`src/hw/vac_map.vh`:
```
`ifndef VAC_MAP_VH
`define VAC_MAP_VH

// Data register indexes
`define VAC_IDX_PAL_LAST   5'h0f
`define VAC_IDX_MODE       5'h10
`define VAC_IDX_BORDER     5'h11
`define VAC_IDX_PLANE      5'h12
`define VAC_IDX_PAN        5'h13
`define VAC_IDX_CSEL       5'h14

// Index register fields
`define VAC_IDX_VIDEN_BIT  5

// Mode register fields
`define VAC_MODE_GFX_BIT   0
`define VAC_MODE_MONO_BIT  1
`define VAC_MODE_LGFX_BIT  2
`define VAC_MODE_BLINK_BIT 3
`define VAC_MODE_PANC_BIT  5
`define VAC_MODE_DCLK_BIT  6
`define VAC_MODE_CSRC_BIT  7

// Reset values
`define VAC_RST_INDEX      8'h00
`define VAC_RST_MODE       8'h00
`define VAC_RST_BORDER     8'h00
`define VAC_RST_PLANE      8'h0f
`define VAC_RST_PAN        8'h00
`define VAC_RST_CSEL       8'h00

// Writable bits, reserved bits read as zero
`define VAC_MASK_INDEX     8'h3f
`define VAC_MASK_PAL       8'h3f
`define VAC_MASK_MODE      8'hef
`define VAC_MASK_BORDER    8'h3f
`define VAC_MASK_PLANE     8'h3f
`define VAC_MASK_PAN       8'h0f
`define VAC_MASK_CSEL      8'h0f

// Blink: phase toggles every 16 frames, full period 32 frames
`define VAC_BLINK_FRAMES   4'hf

// Line graphics character range
`define VAC_LGFX_LO        8'hc0
`define VAC_LGFX_HI        8'hdf

// Monochrome attribute decoding
`define VAC_MONO_FG_UL     3'h1
`define VAC_MONO_BG_REV    3'h7
`define VAC_MONO_FG_REV    3'h0

// Panning taps: tap 9 is no shift
`define VAC_PAN_MAXL       4'h7
`define VAC_TAP_ZERO       4'h9
`define VAC_TAP_RIGHT      4'ha

`endif

```
`src/hw/vac_palette_mem.v`:
```
`timescale 1ns/10ps
// Sixteen-entry palette, one write port, two registered read ports
module vac_palette_mem #(
  parameter DW = 6,
  parameter AW = 4
) (
  // Clock and reset
  input  wire          core_clk,
  input  wire          reset,
  // Write port
  input  wire          we,
  input  wire [AW-1:0] waddr,
  input  wire [DW-1:0] wdata,
  // Pixel read port
  input  wire [AW-1:0] raddr_a,
  output reg  [DW-1:0] rdata_a_r,
  // Host read port
  input  wire [AW-1:0] raddr_b,
  output reg  [DW-1:0] rdata_b_r
);

  reg [DW-1:0] mem_r [0:(1<<AW)-1];

  // Entries cleared at reset so pixels never carry unknowns
  genvar i;
  generate
    for (i = 0; i < (1<<AW); i = i + 1) begin : g_ent
      always @(posedge core_clk) begin
        if (reset)
          mem_r[i] <= {DW{1'b0}};
        else if (we && waddr == i)
          mem_r[i] <= wdata;
      end
    end
  endgenerate

  // Read data always from a register
  always @(posedge core_clk) begin
    if (reset) begin
      rdata_a_r <= {DW{1'b0}};
      rdata_b_r <= {DW{1'b0}};
    end else begin
      rdata_a_r <= mem_r[raddr_a];
      rdata_b_r <= mem_r[raddr_b];
    end
  end

endmodule

```
`src/hw/vac_pan_shift.v`:
```
`timescale 1ns/10ps
// Tapped delay line; a smaller tap shows later pixels, i.e. a left shift
module vac_pan_shift #(
  parameter W     = 8,
  parameter DEPTH = 11,
  parameter TW    = 4
) (
  // Clock and reset
  input  wire          core_clk,
  input  wire          reset,
  // Pixel stream
  input  wire          adv,
  input  wire [W-1:0]  din,
  input  wire [TW-1:0] tap,
  output reg  [W-1:0]  dout_r
);

  reg [W-1:0] line_r [0:DEPTH-1];

  // Delay stages, advanced only on pixel enables
  genvar i;
  generate
    for (i = 0; i < DEPTH; i = i + 1) begin : g_stage
      if (i == 0) begin : g_head
        // First stage takes the incoming pixel
        always @(posedge core_clk) begin
          if (reset)
            line_r[i] <= {W{1'b0}};
          else if (adv)
            line_r[i] <= din;
        end
      end else begin : g_tail
        // Later stages; no stage ever names an index below zero
        always @(posedge core_clk) begin
          if (reset)
            line_r[i] <= {W{1'b0}};
          else if (adv)
            line_r[i] <= line_r[i-1];
        end
      end
    end
  endgenerate

  // Out-of-range taps fall back to the last stage
  always @(posedge core_clk) begin
    if (reset)
      dout_r <= {W{1'b0}};
    else if (adv) begin
      if (tap < DEPTH)
        dout_r <= line_r[tap];
      else
        dout_r <= line_r[DEPTH-1];
    end
  end

endmodule

```
`src/hw/vac_attr_ctrl.v`:
```
// Operation
// RQ1 - Index and data share one port pair; writes alternate index then data.
// RQ2 - Toggle state and index value are readable through two readback outputs.
// RQ3 - Video-enable low shows border colour over the whole screen.
// RQ4 - Five-bit index field selects the data register for the next access.
// RQ5 - Four-bit pixel selects one of sixteen six-bit palette entries.
// RQ6 - Palette-source bit takes LUT bits 5:4 from colour select bits 1:0.
// RQ7 - Double-clock bit advances pixels every other cycle and bypasses the palette.
// RQ8 - Panning compatibility: line compare forces panning zero until next vsync.
// RQ9 - Blink enable toggles blinking at vertical refresh divided by 32.
// RQ10 - Line graphics copies column eight into column nine for codes C0-DF.
// RQ11 - Display-type bit selects monochrome or colour attribute decoding in text.
// RQ12 - Monochrome codes: normal, intense, underline, reverse, blinking reverse.
// RQ13 - Graphics-mode bit selects graphics or alphanumeric operation.
// RQ14 - Border register gives the six-bit LUT index for the border.
// RQ15 - Plane-enable bits pass or zero each plane into palette selection.
// RQ16 - Status-mux field routes pixel bit pairs to two diagnostic bits.
// RQ17 - Four-bit panning shifts pixels per cell width and double-clock mode.
// RQ18 - Colour select bits 3:2 form LUT bits 7:6 except in wide modes; the code also gives the border zero in bits 7:6.
// RQ19 - After reset the toggle points at the index register.
`timescale 1ns/10ps
`include "vac_map.vh"
module vac_attr_ctrl (
  // Clock and reset
  input  wire       core_clk,
  input  wire       reset,
  // Host index/data port pair
  input  wire       host_wr_stb,
  input  wire [7:0] host_wdata,
  input  wire       host_rd_stb,
  input  wire       host_rd_port,
  input  wire       toggle_clr_stb,
  output reg  [7:0] host_rdata_r,
  output reg        host_rvalid_r,
  // Readbacks toward the CRT controller
  output wire       toggle_state_readback,
  output wire [7:0] index_value_readback,
  // Timing from the CRT controller
  input  wire       vsync,
  input  wire       line_compare_match,
  input  wire       border_region,
  input  wire       wide_pixel_mode,
  input  wire       cell9_wide,
  // Pixel sources
  input  wire [3:0] plane_data,
  input  wire [7:0] pix8_data,
  input  wire [7:0] char_code,
  input  wire [7:0] attr_byte,
  input  wire       font_bit,
  input  wire       font_bit8,
  input  wire       ninth_col,
  input  wire       underline_row,
  // Pixel output
  output wire [7:0] lut_addr,
  output reg        pix_adv_r,
  output reg  [1:0] status_diag_r
);

  ////////////////////////////////////////////////////////////////////////////
  // Registers

  reg        toggle_r;
  reg  [7:0] index_r;
  reg  [7:0] mode_r;
  reg  [7:0] border_r;
  reg  [7:0] plane_r;
  reg  [7:0] pan_r;
  reg  [7:0] csel_r;
  reg        toggle_nxt;
  reg        rd_pend_r;
  reg        rd_port_r;
  reg  [4:0] rd_idx_r;
  wire [5:0] pal_host_q;
  wire [5:0] pal_pix_q;
  wire       tgl_eff;
  wire       data_wr;
  wire       pal_we;

  // Non-palette register read decode
  function [7:0] ctl_read;
    input [4:0] idx;
    input [7:0] md;
    input [7:0] bd;
    input [7:0] pl;
    input [7:0] pn;
    input [7:0] cs;
    begin
      case (idx)
        `VAC_IDX_MODE:   ctl_read = md;
        `VAC_IDX_BORDER: ctl_read = bd;
        `VAC_IDX_PLANE:  ctl_read = pl;
        `VAC_IDX_PAN:    ctl_read = pn;
        `VAC_IDX_CSEL:   ctl_read = cs;
        default:         ctl_read = 8'h00;
      endcase
    end
  endfunction

  // A clear in the same cycle as a write makes that write load the index
  assign tgl_eff = toggle_r & ~toggle_clr_stb;
  assign data_wr = host_wr_stb & tgl_eff;
  assign pal_we  = data_wr & (index_r[4:0] <= `VAC_IDX_PAL_LAST);  // see RQ4

  // Write toggle alternates index and data
  always @* begin
    toggle_nxt = tgl_eff;
    if (host_wr_stb)
      toggle_nxt = ~tgl_eff;  // see RQ1
  end

  // Index, toggle and control registers
  always @(posedge core_clk) begin
    if (reset) begin
      toggle_r <= 1'b0;  // see RQ19
      index_r  <= `VAC_RST_INDEX;
      mode_r   <= `VAC_RST_MODE;
      border_r <= `VAC_RST_BORDER;
      plane_r  <= `VAC_RST_PLANE;
      pan_r    <= `VAC_RST_PAN;
      csel_r   <= `VAC_RST_CSEL;
    end else begin
      toggle_r <= toggle_nxt;
      if (host_wr_stb && !tgl_eff)
        index_r <= host_wdata & `VAC_MASK_INDEX;  // see RQ1
      if (data_wr) begin
        case (index_r[4:0])  // see RQ4
          `VAC_IDX_MODE:   mode_r   <= host_wdata & `VAC_MASK_MODE;
          `VAC_IDX_BORDER: border_r <= host_wdata & `VAC_MASK_BORDER;
          `VAC_IDX_PLANE:  plane_r  <= host_wdata & `VAC_MASK_PLANE;
          `VAC_IDX_PAN:    pan_r    <= host_wdata & `VAC_MASK_PAN;
          `VAC_IDX_CSEL:   csel_r   <= host_wdata & `VAC_MASK_CSEL;
          default:         ;
        endcase
      end
    end
  end

  assign toggle_state_readback = toggle_r;  // see RQ2
  assign index_value_readback  = index_r;   // see RQ2

  // Host reads take two cycles; palette read data is registered
  always @(posedge core_clk) begin
    if (reset) begin
      rd_pend_r     <= 1'b0;
      rd_port_r     <= 1'b0;
      rd_idx_r      <= 5'h00;
      host_rdata_r  <= 8'h00;
      host_rvalid_r <= 1'b0;
    end else begin
      rd_pend_r     <= host_rd_stb;
      rd_port_r     <= host_rd_port;
      rd_idx_r      <= index_r[4:0];
      host_rvalid_r <= rd_pend_r;
      if (rd_pend_r) begin
        if (!rd_port_r)
          host_rdata_r <= index_r;
        else if (rd_idx_r <= `VAC_IDX_PAL_LAST)
          host_rdata_r <= {2'b00, pal_host_q};
        else
          host_rdata_r <= ctl_read(rd_idx_r, mode_r, border_r, plane_r, pan_r, csel_r);
      end
    end
  end

  ////////////////////////////////////////////////////////////////////////////
  // Frame events: blink phase and split-screen panning hold

  reg        vs_d_r;
  reg  [3:0] frame_cnt_r;
  reg        blink_ph_r;
  reg        lc_hold_r;
  wire       vs_rise = vsync & ~vs_d_r;

  // Phase flips every 16 frames, so a blink period is 32 frames
  always @(posedge core_clk) begin
    if (reset) begin
      vs_d_r      <= 1'b0;
      frame_cnt_r <= 4'h0;
      blink_ph_r  <= 1'b0;
      lc_hold_r   <= 1'b0;
    end else begin
      vs_d_r <= vsync;
      if (vs_rise) begin
        frame_cnt_r <= frame_cnt_r + 4'h1;  // see RQ9
        if (frame_cnt_r == `VAC_BLINK_FRAMES)
          blink_ph_r <= ~blink_ph_r;        // see RQ9
      end
      // Match wins over a coinciding vsync
      if (line_compare_match)
        lc_hold_r <= 1'b1;                  // see RQ8
      else if (vs_rise)
        lc_hold_r <= 1'b0;
    end
  end

  ////////////////////////////////////////////////////////////////////////////
  // Stage 1: attribute decode and plane masking

  wire       gfx_mode = mode_r[`VAC_MODE_GFX_BIT];
  wire       mono     = mode_r[`VAC_MODE_MONO_BIT];
  wire       lgfx     = mode_r[`VAC_MODE_LGFX_BIT];
  wire       blink_en = mode_r[`VAC_MODE_BLINK_BIT];
  wire       dclk     = mode_r[`VAC_MODE_DCLK_BIT];
  wire       lgfx_chr = (char_code >= `VAC_LGFX_LO) && (char_code <= `VAC_LGFX_HI);
  reg        glyph;
  reg        hide;
  reg        lit_m;
  reg  [3:0] pix_idx;
  reg        dph_r;
  reg        s1_border_r;
  reg  [7:0] s1_pix8_r;
  reg        s1_direct_r;

  // Text pixel selection, colour or monochrome
  always @* begin
    glyph   = font_bit;
    if (ninth_col)
      glyph = (lgfx && lgfx_chr) ? font_bit8 : 1'b0;  // see RQ10
    hide    = blink_en & attr_byte[7] & blink_ph_r;   // see RQ9
    lit_m   = 1'b0;
    pix_idx = plane_data;                             // see RQ13
    if (!gfx_mode) begin
      if (mono) begin                                 // see RQ11
        lit_m = (glyph | (underline_row & (attr_byte[2:0] == `VAC_MONO_FG_UL))) & ~hide;
        if (attr_byte[6:4] == `VAC_MONO_BG_REV && attr_byte[2:0] == `VAC_MONO_FG_REV)
          lit_m = ~lit_m;                             // see RQ12
        pix_idx = lit_m ? {attr_byte[3], 3'h7} : 4'h0;  // see RQ12
      end else if (glyph && !hide)
        pix_idx = attr_byte[3:0];
      else if (blink_en)
        pix_idx = {1'b0, attr_byte[6:4]};
      else
        pix_idx = attr_byte[7:4];
    end
  end

  // Hold decoded state aligned with the palette read
  always @(posedge core_clk) begin
    if (reset) begin
      dph_r       <= 1'b0;
      pix_adv_r   <= 1'b0;
      s1_border_r <= 1'b1;
      s1_pix8_r   <= 8'h00;
      s1_direct_r <= 1'b0;
    end else begin
      dph_r       <= dclk ? ~dph_r : 1'b0;
      pix_adv_r   <= ~dclk | dph_r;                                      // see RQ7
      s1_border_r <= ~index_r[`VAC_IDX_VIDEN_BIT] | border_region;       // see RQ3
      s1_pix8_r   <= pix8_data;
      s1_direct_r <= dclk | wide_pixel_mode;                             // see RQ7
    end
  end

  vac_palette_mem #(
    .DW (6),
    .AW (4)
  ) u_pal (
    .core_clk  (core_clk),
    .reset     (reset),
    .we        (pal_we),
    .waddr     (index_r[3:0]),
    .wdata     (host_wdata[5:0]),
    .raddr_a   (pix_idx & plane_r[3:0]),  // see RQ15
    .rdata_a_r (pal_pix_q),               // see RQ5
    .raddr_b   (index_r[3:0]),
    .rdata_b_r (pal_host_q)
  );

  ////////////////////////////////////////////////////////////////////////////
  // Stage 2: LUT address and panning

  reg  [7:0] lut_sel;
  reg  [3:0] pan_eff;
  reg  [3:0] tap_nxt;
  reg  [3:0] tap_r;

  // Border, direct pixels or palette with colour-select bits
  always @* begin
    if (s1_border_r)
      lut_sel = {2'b00, border_r[5:0]};                                // see RQ14
    else if (s1_direct_r)
      lut_sel = s1_pix8_r;                                             // see RQ18
    else if (mode_r[`VAC_MODE_CSRC_BIT])
      lut_sel = {csel_r[3:2], csel_r[1:0], pal_pix_q[3:0]};            // see RQ6
    else
      lut_sel = {csel_r[3:2], pal_pix_q};                              // see RQ18
  end

  // Tap choice per cell width and clock mode
  always @* begin
    pan_eff = pan_r[3:0];
    if (mode_r[`VAC_MODE_PANC_BIT] && lc_hold_r)
      pan_eff = 4'h0;                                                  // see RQ8
    if (dclk)
      tap_nxt = (pan_eff > `VAC_PAN_MAXL) ? `VAC_TAP_ZERO :
                `VAC_TAP_ZERO - {2'b00, pan_eff[2:1]};                 // see RQ17
    else if (cell9_wide)
      tap_nxt = (pan_eff > `VAC_PAN_MAXL) ? `VAC_TAP_ZERO :
                `VAC_TAP_ZERO - pan_eff - 4'h1;                        // see RQ17
    else
      tap_nxt = (pan_eff > `VAC_PAN_MAXL) ? `VAC_TAP_RIGHT :
                `VAC_TAP_ZERO - pan_eff;                               // see RQ17
  end

  // Tap reloads on every clock edge; the delay line reads it only on pixel enables
  always @(posedge core_clk) begin
    if (reset)
      tap_r <= `VAC_TAP_ZERO;
    else
      tap_r <= tap_nxt;
  end

  vac_pan_shift #(
    .W     (8),
    .DEPTH (11),
    .TW    (4)
  ) u_pan (
    .core_clk (core_clk),
    .reset    (reset),
    .adv      (pix_adv_r),
    .din      (lut_sel),
    .tap      (tap_r),
    .dout_r   (lut_addr)
  );

  // Diagnostic status pair from the outgoing pixel
  always @(posedge core_clk) begin
    if (reset)
      status_diag_r <= 2'b00;
    else begin
      case (plane_r[5:4])                                              // see RQ16
        2'b00:   status_diag_r <= {lut_addr[2], lut_addr[0]};
        2'b01:   status_diag_r <= {lut_addr[5], lut_addr[4]};
        2'b10:   status_diag_r <= {lut_addr[3], lut_addr[1]};
        default: status_diag_r <= {lut_addr[7], lut_addr[6]};
      endcase
    end
  end

endmodule

```
`config.mk`:
```
export PLATFORM = sky130hd
export DESIGN_NAME = vac_attr_ctrl
export DESIGN_NICKNAME = d
export VERILOG_FILES = /design/src/hw/vac_palette_mem.v /design/src/hw/vac_pan_shift.v /design/src/hw/vac_attr_ctrl.v
export VERILOG_INCLUDE_DIRS = /design/src /design/src/hw
export SDC_FILE = /design/constraint.sdc
export NUM_CORES = 1
export LEC_CHECK = 0
export BUFFER_PORTS_ARGS = -buffer_cell sky130_fd_sc_hd__clkbuf_2
export CAP_MARGIN = 20
export CORE_ASPECT_RATIO = 0.75
export CORE_MARGIN = 8
export CORE_UTILIZATION = 49
export CTS_CLUSTER_DIAMETER = 50
export DETAILED_ROUTE_END_ITERATION = 6
export PLACE_DENSITY = 0.66
export REMOVE_ABC_BUFFERS = 1
export SLEW_MARGIN = 5
export SYNTH_ARGS = -nofsm -noshare
export SYNTH_HDL_FRONTEND = slang
export SYNTH_SLANG_ARGS = --single-unit
```
`constraint.sdc`:
```
create_clock -name core_clk -period 3.4 [get_ports core_clk]
set_input_delay 0.17 -clock core_clk [delete_from_list [all_inputs] [get_ports core_clk]]
set_output_delay 0.17 -clock core_clk [all_outputs]
set_load 0.02 [all_outputs]
```
; Yosys cells after proc, flatten, opt, wreduce, memory -nomap -nowiden
; Memory sizes are Yosys's and may differ from the RTL's. A register that Yosys moved wholly into a read port is not among the register bits.
; Cells that the tools add are included.
[totals]
regBits = 83
mem_bits_rw = 184
word_cells = 258
memories = 2
[mem_list]
columns = memory, words, width, rd, rd_ports_with_merged_regs, write_ports, line
row1 = u_pal.mem_r, 16, 6, 2, 2, 16, vac_palette_mem.v:22  ; reg [DW-1:0] mem_r [0:(1<<AW)-1];
row2 = u_pan.line_r, 11, 8, 12, 1, 11, vac_pan_shift.v:18  ; reg [W-1:0] line_r [0:DEPTH-1];
[op_classes]
addsub = 4
order_cmp = 6
n_eq_ne = 30
n_mux = 108
bitwise_logic = 49
n_reduce_logical = 35
[op_table]
columns = cell, count
row1 = 8-bit 2-to-1 mux, 16
row2 = 6-bit 2-to-1 mux, 17
row3 = 1-bit 2-to-1 mux, 61
row4 = 5-bit == test (second input constant), 10
row5 = 4-bit 2-to-1 mux, 12
row6 = 8-bit case mux with 5 select lines, 1
row7 = 4-bit == test (second input constant), 9
row8 = 1-bit OR, 31
row9 = 1-bit logical AND, 22
row10 = 4-bit by 3-bit == test with 1-bit output (second input constant), 4
row11 = 2-bit AND reduction, 6
row12 = 5-bit by 4-bit less-or-equal comparator with 1-bit output (second input constant), 2
row13 = 1-bit inverter, 9
row14 = 1-bit bitwise AND, 8
row15 = 4-bit by 2-bit == test with 1-bit output (second input constant), 2
row16 = 8-bit greater-or-equal comparator (second input constant), 1
row17 = 8-bit less-or-equal comparator (second input constant), 1
row18 = 2-bit case mux with 3 select lines, 1
row19 = 4-bit by 1-bit adder with 4-bit output (second input constant), 1
row20 = 4-bit bitwise AND, 1
row21 = 4-bit by 1-bit == test with 1-bit output (second input constant), 1
row22 = 4-bit by 3-bit > comparator with 1-bit output (second input constant), 1
row23 = 4-bit zero test, 1
row24 = 4-bit < comparator (second input constant), 1
row25 = 12 further kinds, 13

; Logic depth before layout (Yosys ltp)
; Gate-level depths: netlist (run 1).
[depth]
ltp_word = 15
mapped_depth = 10
depth_no_buf = 9

; Cells and area by module
; From an unflattened synthesis (run 1), not the netlist that was laid out.
[unflattened]
hier_cells = 1104
area_unflattened_um2 = 13482.9
[by_module_without_submodules]
columns = mod, n_inst, cells_each, area_per_inst_um2
row1 = vac_palette_mem, 1, 401, 5601.6
row2 = vac_pan_shift, 1, 299, 4300.4
row3 = vac_attr_ctrl, 1, 404, 3580.9

; Worst setup path before layout (run 1)
; OpenSTA, ideal clock, no wires.
[synth_timing]
kind = input -> register
startpoint = input reset
endpoint = memory u_pan.line_r[0][0] (enable)
setup_time_ps = 409
arrival_time_ps = 2176
setup_slack_ps = 816
stages = 4
path_buffers = 3
cell_sequence = clkbuf_1 > clkbuf_1 > clkbuf_1 > or2_2
[synth_lines]
columns = element, line
row1 = "start, declared", vac_attr_ctrl.v:26  ; input wire reset,
row2 = "end, declared", vac_pan_shift.v:18

; Final worst setup path (run 1)
[layout_timing]
startpoint = register mode_r[2]
endpoint = register u_pal.rdata_a_r[5] (read register of u_pal.mem_r)
[layout_between]
elab_chain_cells = 13
word_cells_on_any_way = 15
cone_classes = mux: 9 / bitwise: 4 / reduce/logical: 2
[layout_lines]
columns = element, line
row1 = "start, declared", vac_attr_ctrl.v:64  ; reg [7:0] mode_r;
row2 = "start signal, assigned", vac_attr_ctrl.v:116  ; mode_r <= `VAC_RST_MODE;
row3 = "start signal, assigned", vac_attr_ctrl.v:127  ; `VAC_IDX_MODE: mode_r <= host_wdata & `VAC_MASK_MODE;
row4 = 1-bit logical AND (*), vac_attr_ctrl.v:218  ; glyph = (lgfx && lgfx_chr) ? font_bit8 : 1'b0;
row5 = 1-bit 2-to-1 mux (*), vac_attr_ctrl.v:218
row6 = 1-bit 2-to-1 mux (*), vac_attr_ctrl.v:217  ; if (ninth_col)
row7 = 1-bit OR, vac_attr_ctrl.v:224  ; lit_m = (glyph | (underline_row & (attr_byte[2:0] == `VAC_MONO_FG_UL))) & ~hide;
row8 = 1-bit bitwise AND, vac_attr_ctrl.v:224
row9 = 1-bit inverter, vac_attr_ctrl.v:226  ; lit_m = ~lit_m;
row10 = 1-bit 2-to-1 mux, vac_attr_ctrl.v:225  ; if (attr_byte[6:4] == `VAC_MONO_BG_REV && attr_byte[2:0] == `VAC_MONO_FG_REV)
row11 = 1-bit 2-to-1 mux, vac_attr_ctrl.v:223  ; if (mono) begin
row12 = 1-bit 2-to-1 mux, vac_attr_ctrl.v:222  ; if (!gfx_mode) begin
row13 = 4-bit 2-to-1 mux, vac_attr_ctrl.v:227  ; pix_idx = lit_m ? {attr_byte[3], 3'h7} : 4'h0;
row14 = 4-bit 2-to-1 mux (*), vac_attr_ctrl.v:223
row15 = 4-bit 2-to-1 mux (*), vac_attr_ctrl.v:222
row16 = 4-bit bitwise AND (*), vac_attr_ctrl.v:263  ; .raddr_a (pix_idx & plane_r[3:0]),
row17 = "end, declared", vac_palette_mem.v:16  ; output reg [DW-1:0] rdata_a_r,
; Every way passes the cells marked *; elsewhere a longest branch is shown, timed or not. The select of a mux whose other input is x is not followed.
; A chain may end at the register's enable or synchronous reset.

==> flow_summary.ini, run 1 <==
[clock_tree]
cts_root_buffer = clkbuf_16
postCtsSetupBuffers = 0
tritoncts.num_buffers = 29
tritoncts_num_sinks = 279
clk_transition_reported_paths_ps = 60
clockBufferDepth = 3
clock_latency_ps = 550
tritoncts = built
cts_max_level = 1

[sta]
setup_viol = 0
fin_tns_setup_ps = 0
final.period_utilization_pct = 87.9
finalHoldWorstSlack_ps = 21.3
timing.slew.headroom_pct = 31.1
final.setup.worst_slack_ps = 411
tightest_slew_ps = 1020
timing.final.crit_period_ps = 2990
grt_setup_unrepaired = false
final_report_hold_violation_count = 0
fmax_mhz = 335
worst_clock_skew_ps = 9.54
report.final.slew_viol_count = 0

[routing]
postRouteAntennaNets = 0
finalWirelength_mm = 33.4
route.vias.total = 8823
detailedRoute.firstPassIterationCount = 5
drc_errors = 0
detailedRoute.firstIterationViolations = 825
dr_vias_cell = 5.73
wl_per_cell_um = 21.7

[final_layout]
filler_cell_count = 2199
regArea_um2 = 7430
layout-drive-gt1-share_pct = 17.5
total_area_of_multi_input_combinational_cells_um2 = 5650
area.growth.synth_to_final_pct = 14.0
total_nets_final = 1223
layout.cell_area.non_filler_um2 = 15300

[power]
fin_total_pwr_mw = 7.99
largest_voltage_drop_on_the_vdd_net_v = 0.000382
leakagePower_nw = 6.05
power_density_nw_per_um2 = 521

[synth]
postSynthRegisterBits = 279
async_flop_share_pct = 0
synthDominantCellAreaShare_pct = 41.1
yosysWarningCount = 0
ys.flop_type = edfxtp_1
post-synth-top-count-cell = edfxtp_1
synth.cell_area_um2 = 13400
synth_top_cell_by_area = edfxtp_1
synth_cells = 1106
synth.top_cells.by_area = edfxtp_1, dfxtp_1, mux2i_1
synth_cell_types = 54
synthTopCellsByCount = edfxtp_1, and2_1, mux2i_1
post_synthesis_area_per_instance_um2 = 12.2
synth_sequential_area_ratio_pct = 55.2
synth-edff-count = 184

[critical_path]
critPathSlowestCell = a41oi_4
startpoint_class = register
critical_path.max_stage_delay_ps = 650
worstPathCellList = nand4b_1 > o221ai_1 > nand4_1 > a41oi_4 > buf_12 > mux2i_1 > mux2i_1 > a22oi_1 > nand2_1
crit_fanout = 18
startpoint_to_endpoint_class_of_the_critical_path = register to register
rr_endpoint = u_pal.rdata_a_r[5]
reg2regPathDepth = 9
worstPathArrival_ps = 3420
r2r_start = mode_r[2]
critPathMostFrequentCell = mux2i_1
cp-end-kind = register
crit_required_ps = 3830
reg2reg_setup_slack_ps = 410

[floorplanning]
chipWidth_um = 207
core_um2 = 27000
io-pin-count = 80
placement_rows = 52
fp.dieH_um = 159
floorplan.die_area_um2 = 33100
start_util_pct = 49.8

[grt]
grt_usage_pct = 19.9
grt_pass1_wl_mm = 51.9
first_global_vias = 8546
grt_max_degree = 81
grt_overflow = 0
antenna_violations_before_repair = 0

[place]
pre_cts_slack_ps = 474
place_area_um2 = 14100
placement.io_buffers = 72
hpwl_mm = 22.4
gpl.final_weighted_congestion = 0.870

[flow_run]
cap_viol_max_count = 0

[outcome]
outcome = completed

[hold_path]
hold-path-endpoint = toggle_state_readback
min_path_type = input pin to register
hold_path.startpoint = toggle_clr_stb
min_path_cells = 4
layer usage:
| metal | share of wire, % | global-route usage [%] | vias to the layer above |
|---|---|---|---|
| li1 | - | - | 4132 |
| met1 | 49 | 30.6 | 4318 |
| met2 | 40 | 27.3 | 320 |
| met3 | 7.8 | 4.70 | 53 |
| met4 | 2.4 | 5.22 | 0 |
| met5 | 0 | 0 | - |
through the flow:
| step | instances | util (%) |
|---|---|---|
| after floorplan | 1023 | - |
| after global placement | 1468 | 52.3 |
| after detailed placement | 1468 | 52.3 |
| after CTS | 1538 | 56.8 |
| after global routing | 1539 | 56.8 |
| final | 1540 | 56.8 |
sequential cells by signal (all words and copies together), names as in the netlist, 2 cells and up:
register	count
tap_r	4
rd_idx_r	5
csel_r	4
border_r	6
u_pal.rdata_a_r	6
u_pal.mem_r	96
index_value_readback	6
plane_r	6
mode_r	7
u_pan.dout_r	8
u_pal.rdata_b_r	6
frame_cnt_r	4
status_diag_r	2
u_pan.line_r	88
pan_r	4
s1_pix8_r	8
host_rdata_r	8
worst max path at each step:
stage	to	slack, ps	start	cells after the start
after detailed placement	u_pal.rdata_a_r[5]	470	mode_r[2]	9
after floorplan	u_pal.rdata_a_r[5]	-410	mode_r[2]	8
final	u_pal.rdata_a_r[5]	410	mode_r[2]	9
after global placement	u_pal.rdata_a_r[2]	540	mode_r[2]	9
after CTS	u_pal.rdata_a_r[5]	440	mode_r[2]	9
after global routing	u_pal.rdata_a_r[5]	160	mode_r[2]	9
logic make-up (layout without fill, tap and decap cells):
family	Yosys count	in the layout	share of synthesized area (%)
AO/OA/AOI/OAI	140	140	7.12
buffers and inverters	92	173	2.91
adder cells (fa/ha/maj)	6	6	0.558
multiplexers	170	170	17.1
other	1	3	0.0279
XOR/XNOR	6	6	0.391
flip-flops	279	279	55.2
AND/OR/NAND/NOR	412	412	16.6
what timing repair did:
action,4_1_cts,5_1_grt
hold buffers,17,0
gates resized for setup,0,0
endpoints found under the hold margin,17,0
layout make-up:
type | count | area share (%)
antenna | 1 | 0.0163
clock inverter | 11 | 1.11
clock buffer | 42 | 5.58
inverter | 8 | 0.196
timing repair buffer | 112 | 4.93
sequential | 279 | 48.4
tap | 351 | 2.86
multi-input combinational | 736 | 36.9
critical path: cells and delay by family, from the launching register on:
family / cells / cell delay (ps)
simple gates: 3 / 580
buf+inv: 1 / 260
flops: 1 / 390
mux: 2 / 290
compound gates: 3 / 1330
where the power goes:
| group | total (mW) | switching, mW | internal (mW) |
|---|---|---|---|
| combinational | 0.726 | 0.409 | 0.317 |
| clock | 3.38 | 1.33 | 2.05 |
| sequential | 3.88 | 0.115 | 3.77 |
| total | 7.99 | 1.86 | 6.14 |
layout by cell type, fill, tap and decap left out, drive strengths merged, types with 5 or more instances in the layout:
master       count
inv              9
o21ai           12
mux2i          121
dlygate4sd3     17
o21bai           8
dfxtp           95
nand2           35
nor3            10
nor2b           36
a31o             6
clkinv           6
o22ai            5
a21oi           40
buf             24
and2           178
and3            10
nand2b          19
a22oi           30
a211oi           7
o211ai           9
a211o            7
nor2           104
or2              6
clkbuf         113
mux4            48
ha               6
edfxtp         184
(Power assumes the default switching activity.)
==> inputs of run 2 (changes only) <==
--- a/config.mk
+++ b/config.mk
@@ -18,4 +18,5 @@
 export SLEW_MARGIN = 5
 export SYNTH_ARGS = -nofsm -noshare
 export SYNTH_HDL_FRONTEND = slang
+export SYNTH_HIERARCHICAL = 1
 export SYNTH_SLANG_ARGS = --single-unit
==> flow_summary.ini, run 2 <==
[critical_path]
r2r_start = mode_r[2]
crit_required_ps = 3840
worstPathCellList = nand4b_2 > o211ai_1 > nand3_1 > a211o_1 > a21boi_2 > buf_12 > mux4_1 > mux2i_1 > nor3_1 > a221o_1
path_buf_inv = 1
startpoint_class = register
critical_path.max_stage_delay_ps = 570
worstPathArrival_ps = 3570
startpoint_to_endpoint_class_of_the_critical_path = register to register
crit_fanout = 22
reg2reg_setup_slack_ps = 270
reg2regPathDepth = 10
rr_endpoint = u_pal/rdata_a_r[1]
cp-end-kind = register
critical_path.top_delay_family = compound AO/OA/AOI/OAI gates
critPathSlowestCell = mux4_1

[routing]
postRouteAntennaNets = 0
dr_vias_cell = 5.85
wl_per_cell_um = 22.1
drc_errors = 0
detailedRoute.firstIterationViolations = 1029
finalWirelength_mm = 34.4
detailedRoute.firstPassIterationCount = 5
route.vias.total = 9082

[final_layout]
layout_commonest_cell = and2_1
largest_register_ff_count = 96
total_nets_final = 1236
layout_cells_excl_fill = 1553
largestRegisters = u_pal/mem_r x96, u_pan/line_r x88
area.growth.synth_to_final_pct = 13.3
registers.top_by_ff_count = u_pal/mem_r
layout.cell_area.non_filler_um2 = 15300
layout-drive-gt1-share_pct = 17.5
insertedDiodeCount = 0
layout.cells.most_common_list = and2_1, edfxtp_1, dfxtp_1

[power]
p_int_mw = 5.88
fin_total_pwr_mw = 7.71
power.share.sequential_pct = 50.4
leakagePower_nw = 5.94
largest_voltage_drop_on_the_vdd_net_v = 0.000420
power_density_nw_per_um2 = 505
clock_power_share_pct = 41.1
net-switching-power_mw = 1.84
netSwitchingFraction_pct = 23.8
power_frac_comb_pct = 8.5

[place]
placement.io_buffers = 72
dp_cells = 1480
hpwl_mm = 23.9
place_area_um2 = 14100
gpl.final_weighted_congestion = 0.868
pre_cts_slack_ps = 321

[synth]
post-synth-top-count-cell = and2_1
yosysWarningCount = 6
synth_top_cell_by_area = edfxtp_1
synthDominantCellAreaShare_pct = 41.0
synth-edff-count = 184
async_flop_share_pct = 0
synth_cells = 1104
synthTopCellsByCount = and2_1, edfxtp_1, dfxtp_1
synth_cell_types = 68
post_synthesis_area_per_instance_um2 = 12.2
synth.top_cells.by_area = edfxtp_1, dfxtp_1, and2_1
postSynthRegisterBits = 279
ys.flop_type = edfxtp_1
synth.cell_area_um2 = 13500
synth_sequential_area_ratio_pct = 55.1

[grt]
antenna_violations_before_repair = 0
first_global_vias = 8688
grt_usage_pct = 20.2
grt_pass1_wl_mm = 53.0
grt_max_degree = 89
grt_overflow = 0

[sta]
timing.slew.headroom_pct = 46.4
final.period_utilization_pct = 91.9
grt_setup_unrepaired = false
fmax_mhz = 320
worst_clock_skew_ps = 21.2
final_report_hold_violation_count = 0
timing.final.crit_period_ps = 3130
tightest_slew_ps = 804
final.setup.worst_slack_ps = 274
report.final.slew_viol_count = 0
setup_viol = 0
fin_tns_setup_ps = 0

[outcome]
outcome = completed

[floorplanning]
fp.dieH_um = 160
floorplan.die_area_um2 = 33100
chipWidth_um = 208
start_util_pct = 49.9
io-pin-count = 80
core_um2 = 27000
placement_rows = 52

[clock_tree]
clk_transition_reported_paths_ps = 60
clock_latency_ps = 550
tritoncts_num_sinks = 279
tritoncts = built
postCtsSetupBuffers = 0
cts_root_buffer = clkbuf_16
cts_max_level = 1
tritoncts.num_buffers = 29
clockBufferDepth = 3

[flow_run]
cap_viol_max_count = 0

[hold_path]
hold-path-endpoint = tap_r[1]
min_path_type = input pin to register
hold_path.startpoint = cell9_wide
min_path_cells = 4
==> run 2: cell type report <==
cell class	instances	area (um^2)
Fill cell	2209	11700
Sequential cell	279	7430
Multi-Input combinational cell	741	5660
Clock buffer	39	807
Timing Repair Buffer	111	728
Tap cell	351	439
Clock inverter	15	146
Inverter	17	65.1
==> run 2: power by group through the flow <==
stage	Clock [mW]	Combinational (mW)	Sequential [mW]
after floorplan	0	0.363	3.94
final	3.17	0.654	3.89
after detailed placement	0	0.628	3.96
after global placement	0	0.620	3.95
after CTS	3.22	0.649	3.89
after global routing	3.36	0.702	3.90
==> run 2: worst max-delay path by stage <==
stage,from,endpoint,slack [ps],depth (start not counted)
2_1_floorplan,mode_r[2],u_pal/rdata_a_r[3],-340,9
3_3_place_gp,mode_r[2],u_pal/rdata_a_r[1],410,10
3_5_place_dp,mode_r[2],u_pal/rdata_a_r[1],320,10
4_1_cts,mode_r[2],u_pal/rdata_a_r[1],300,10
5_1_grt,mode_r[2],u_pal/rdata_a_r[1],100,10
6_report,mode_r[2],u_pal/rdata_a_r[1],270,10
==> run 2: layer usage <==
| metal | track usage (%) | vias up | part of all wire, % |
|---|---|---|---|
| met1 | 33.0 | 4452 | 50 |
| met2 | 27.0 | 405 | 39 |
| met3 | 3.87 | 41 | 9.1 |
| met4 | 4.05 | 0 | 1.7 |
| met5 | 0 | - | 0 |
| li1 | - | 4184 | - |
==> run 2: through the flow <==
step	utilization [%]	hold slack [ps]
4_1_cts	56.6	58.7
6_report	56.6	90.4
2_1_floorplan	-	237
5_1_grt	56.6	99.1
3_3_place_gp	52.3	378
3_5_place_dp	52.3	387
==> run 2: logic make-up (layout without fill, tap and decap cells) <==
family,Yosys count,count (layout),synth area share [%]
AO/OA/AOI/OAI,150,150,7.90
XOR/XNOR,5,5,0.325
adder cells (fa/ha/maj),6,6,0.557
buffers and inverters,85,182,3.04
flip-flops,279,279,55.1
multiplexers,152,152,15.7
other,1,2,0.0278
AND/OR/NAND/NOR,426,426,17.4
==> run 2: tightest hold or removal path, delay by kind of cell <==
kind / cells / cell delay [ps]
compound gates: 2 / 160
buf+inv: 1 / 140
simple gates: 1 / 100
==> run 2: timing repair <==
item / in CTS / in global routing
hold buffers: 19 / 0
hold endpoints to repair: 20 / 0
endpoints found under the setup margin: 0 / 0
gates resized for setup: 0 / 0
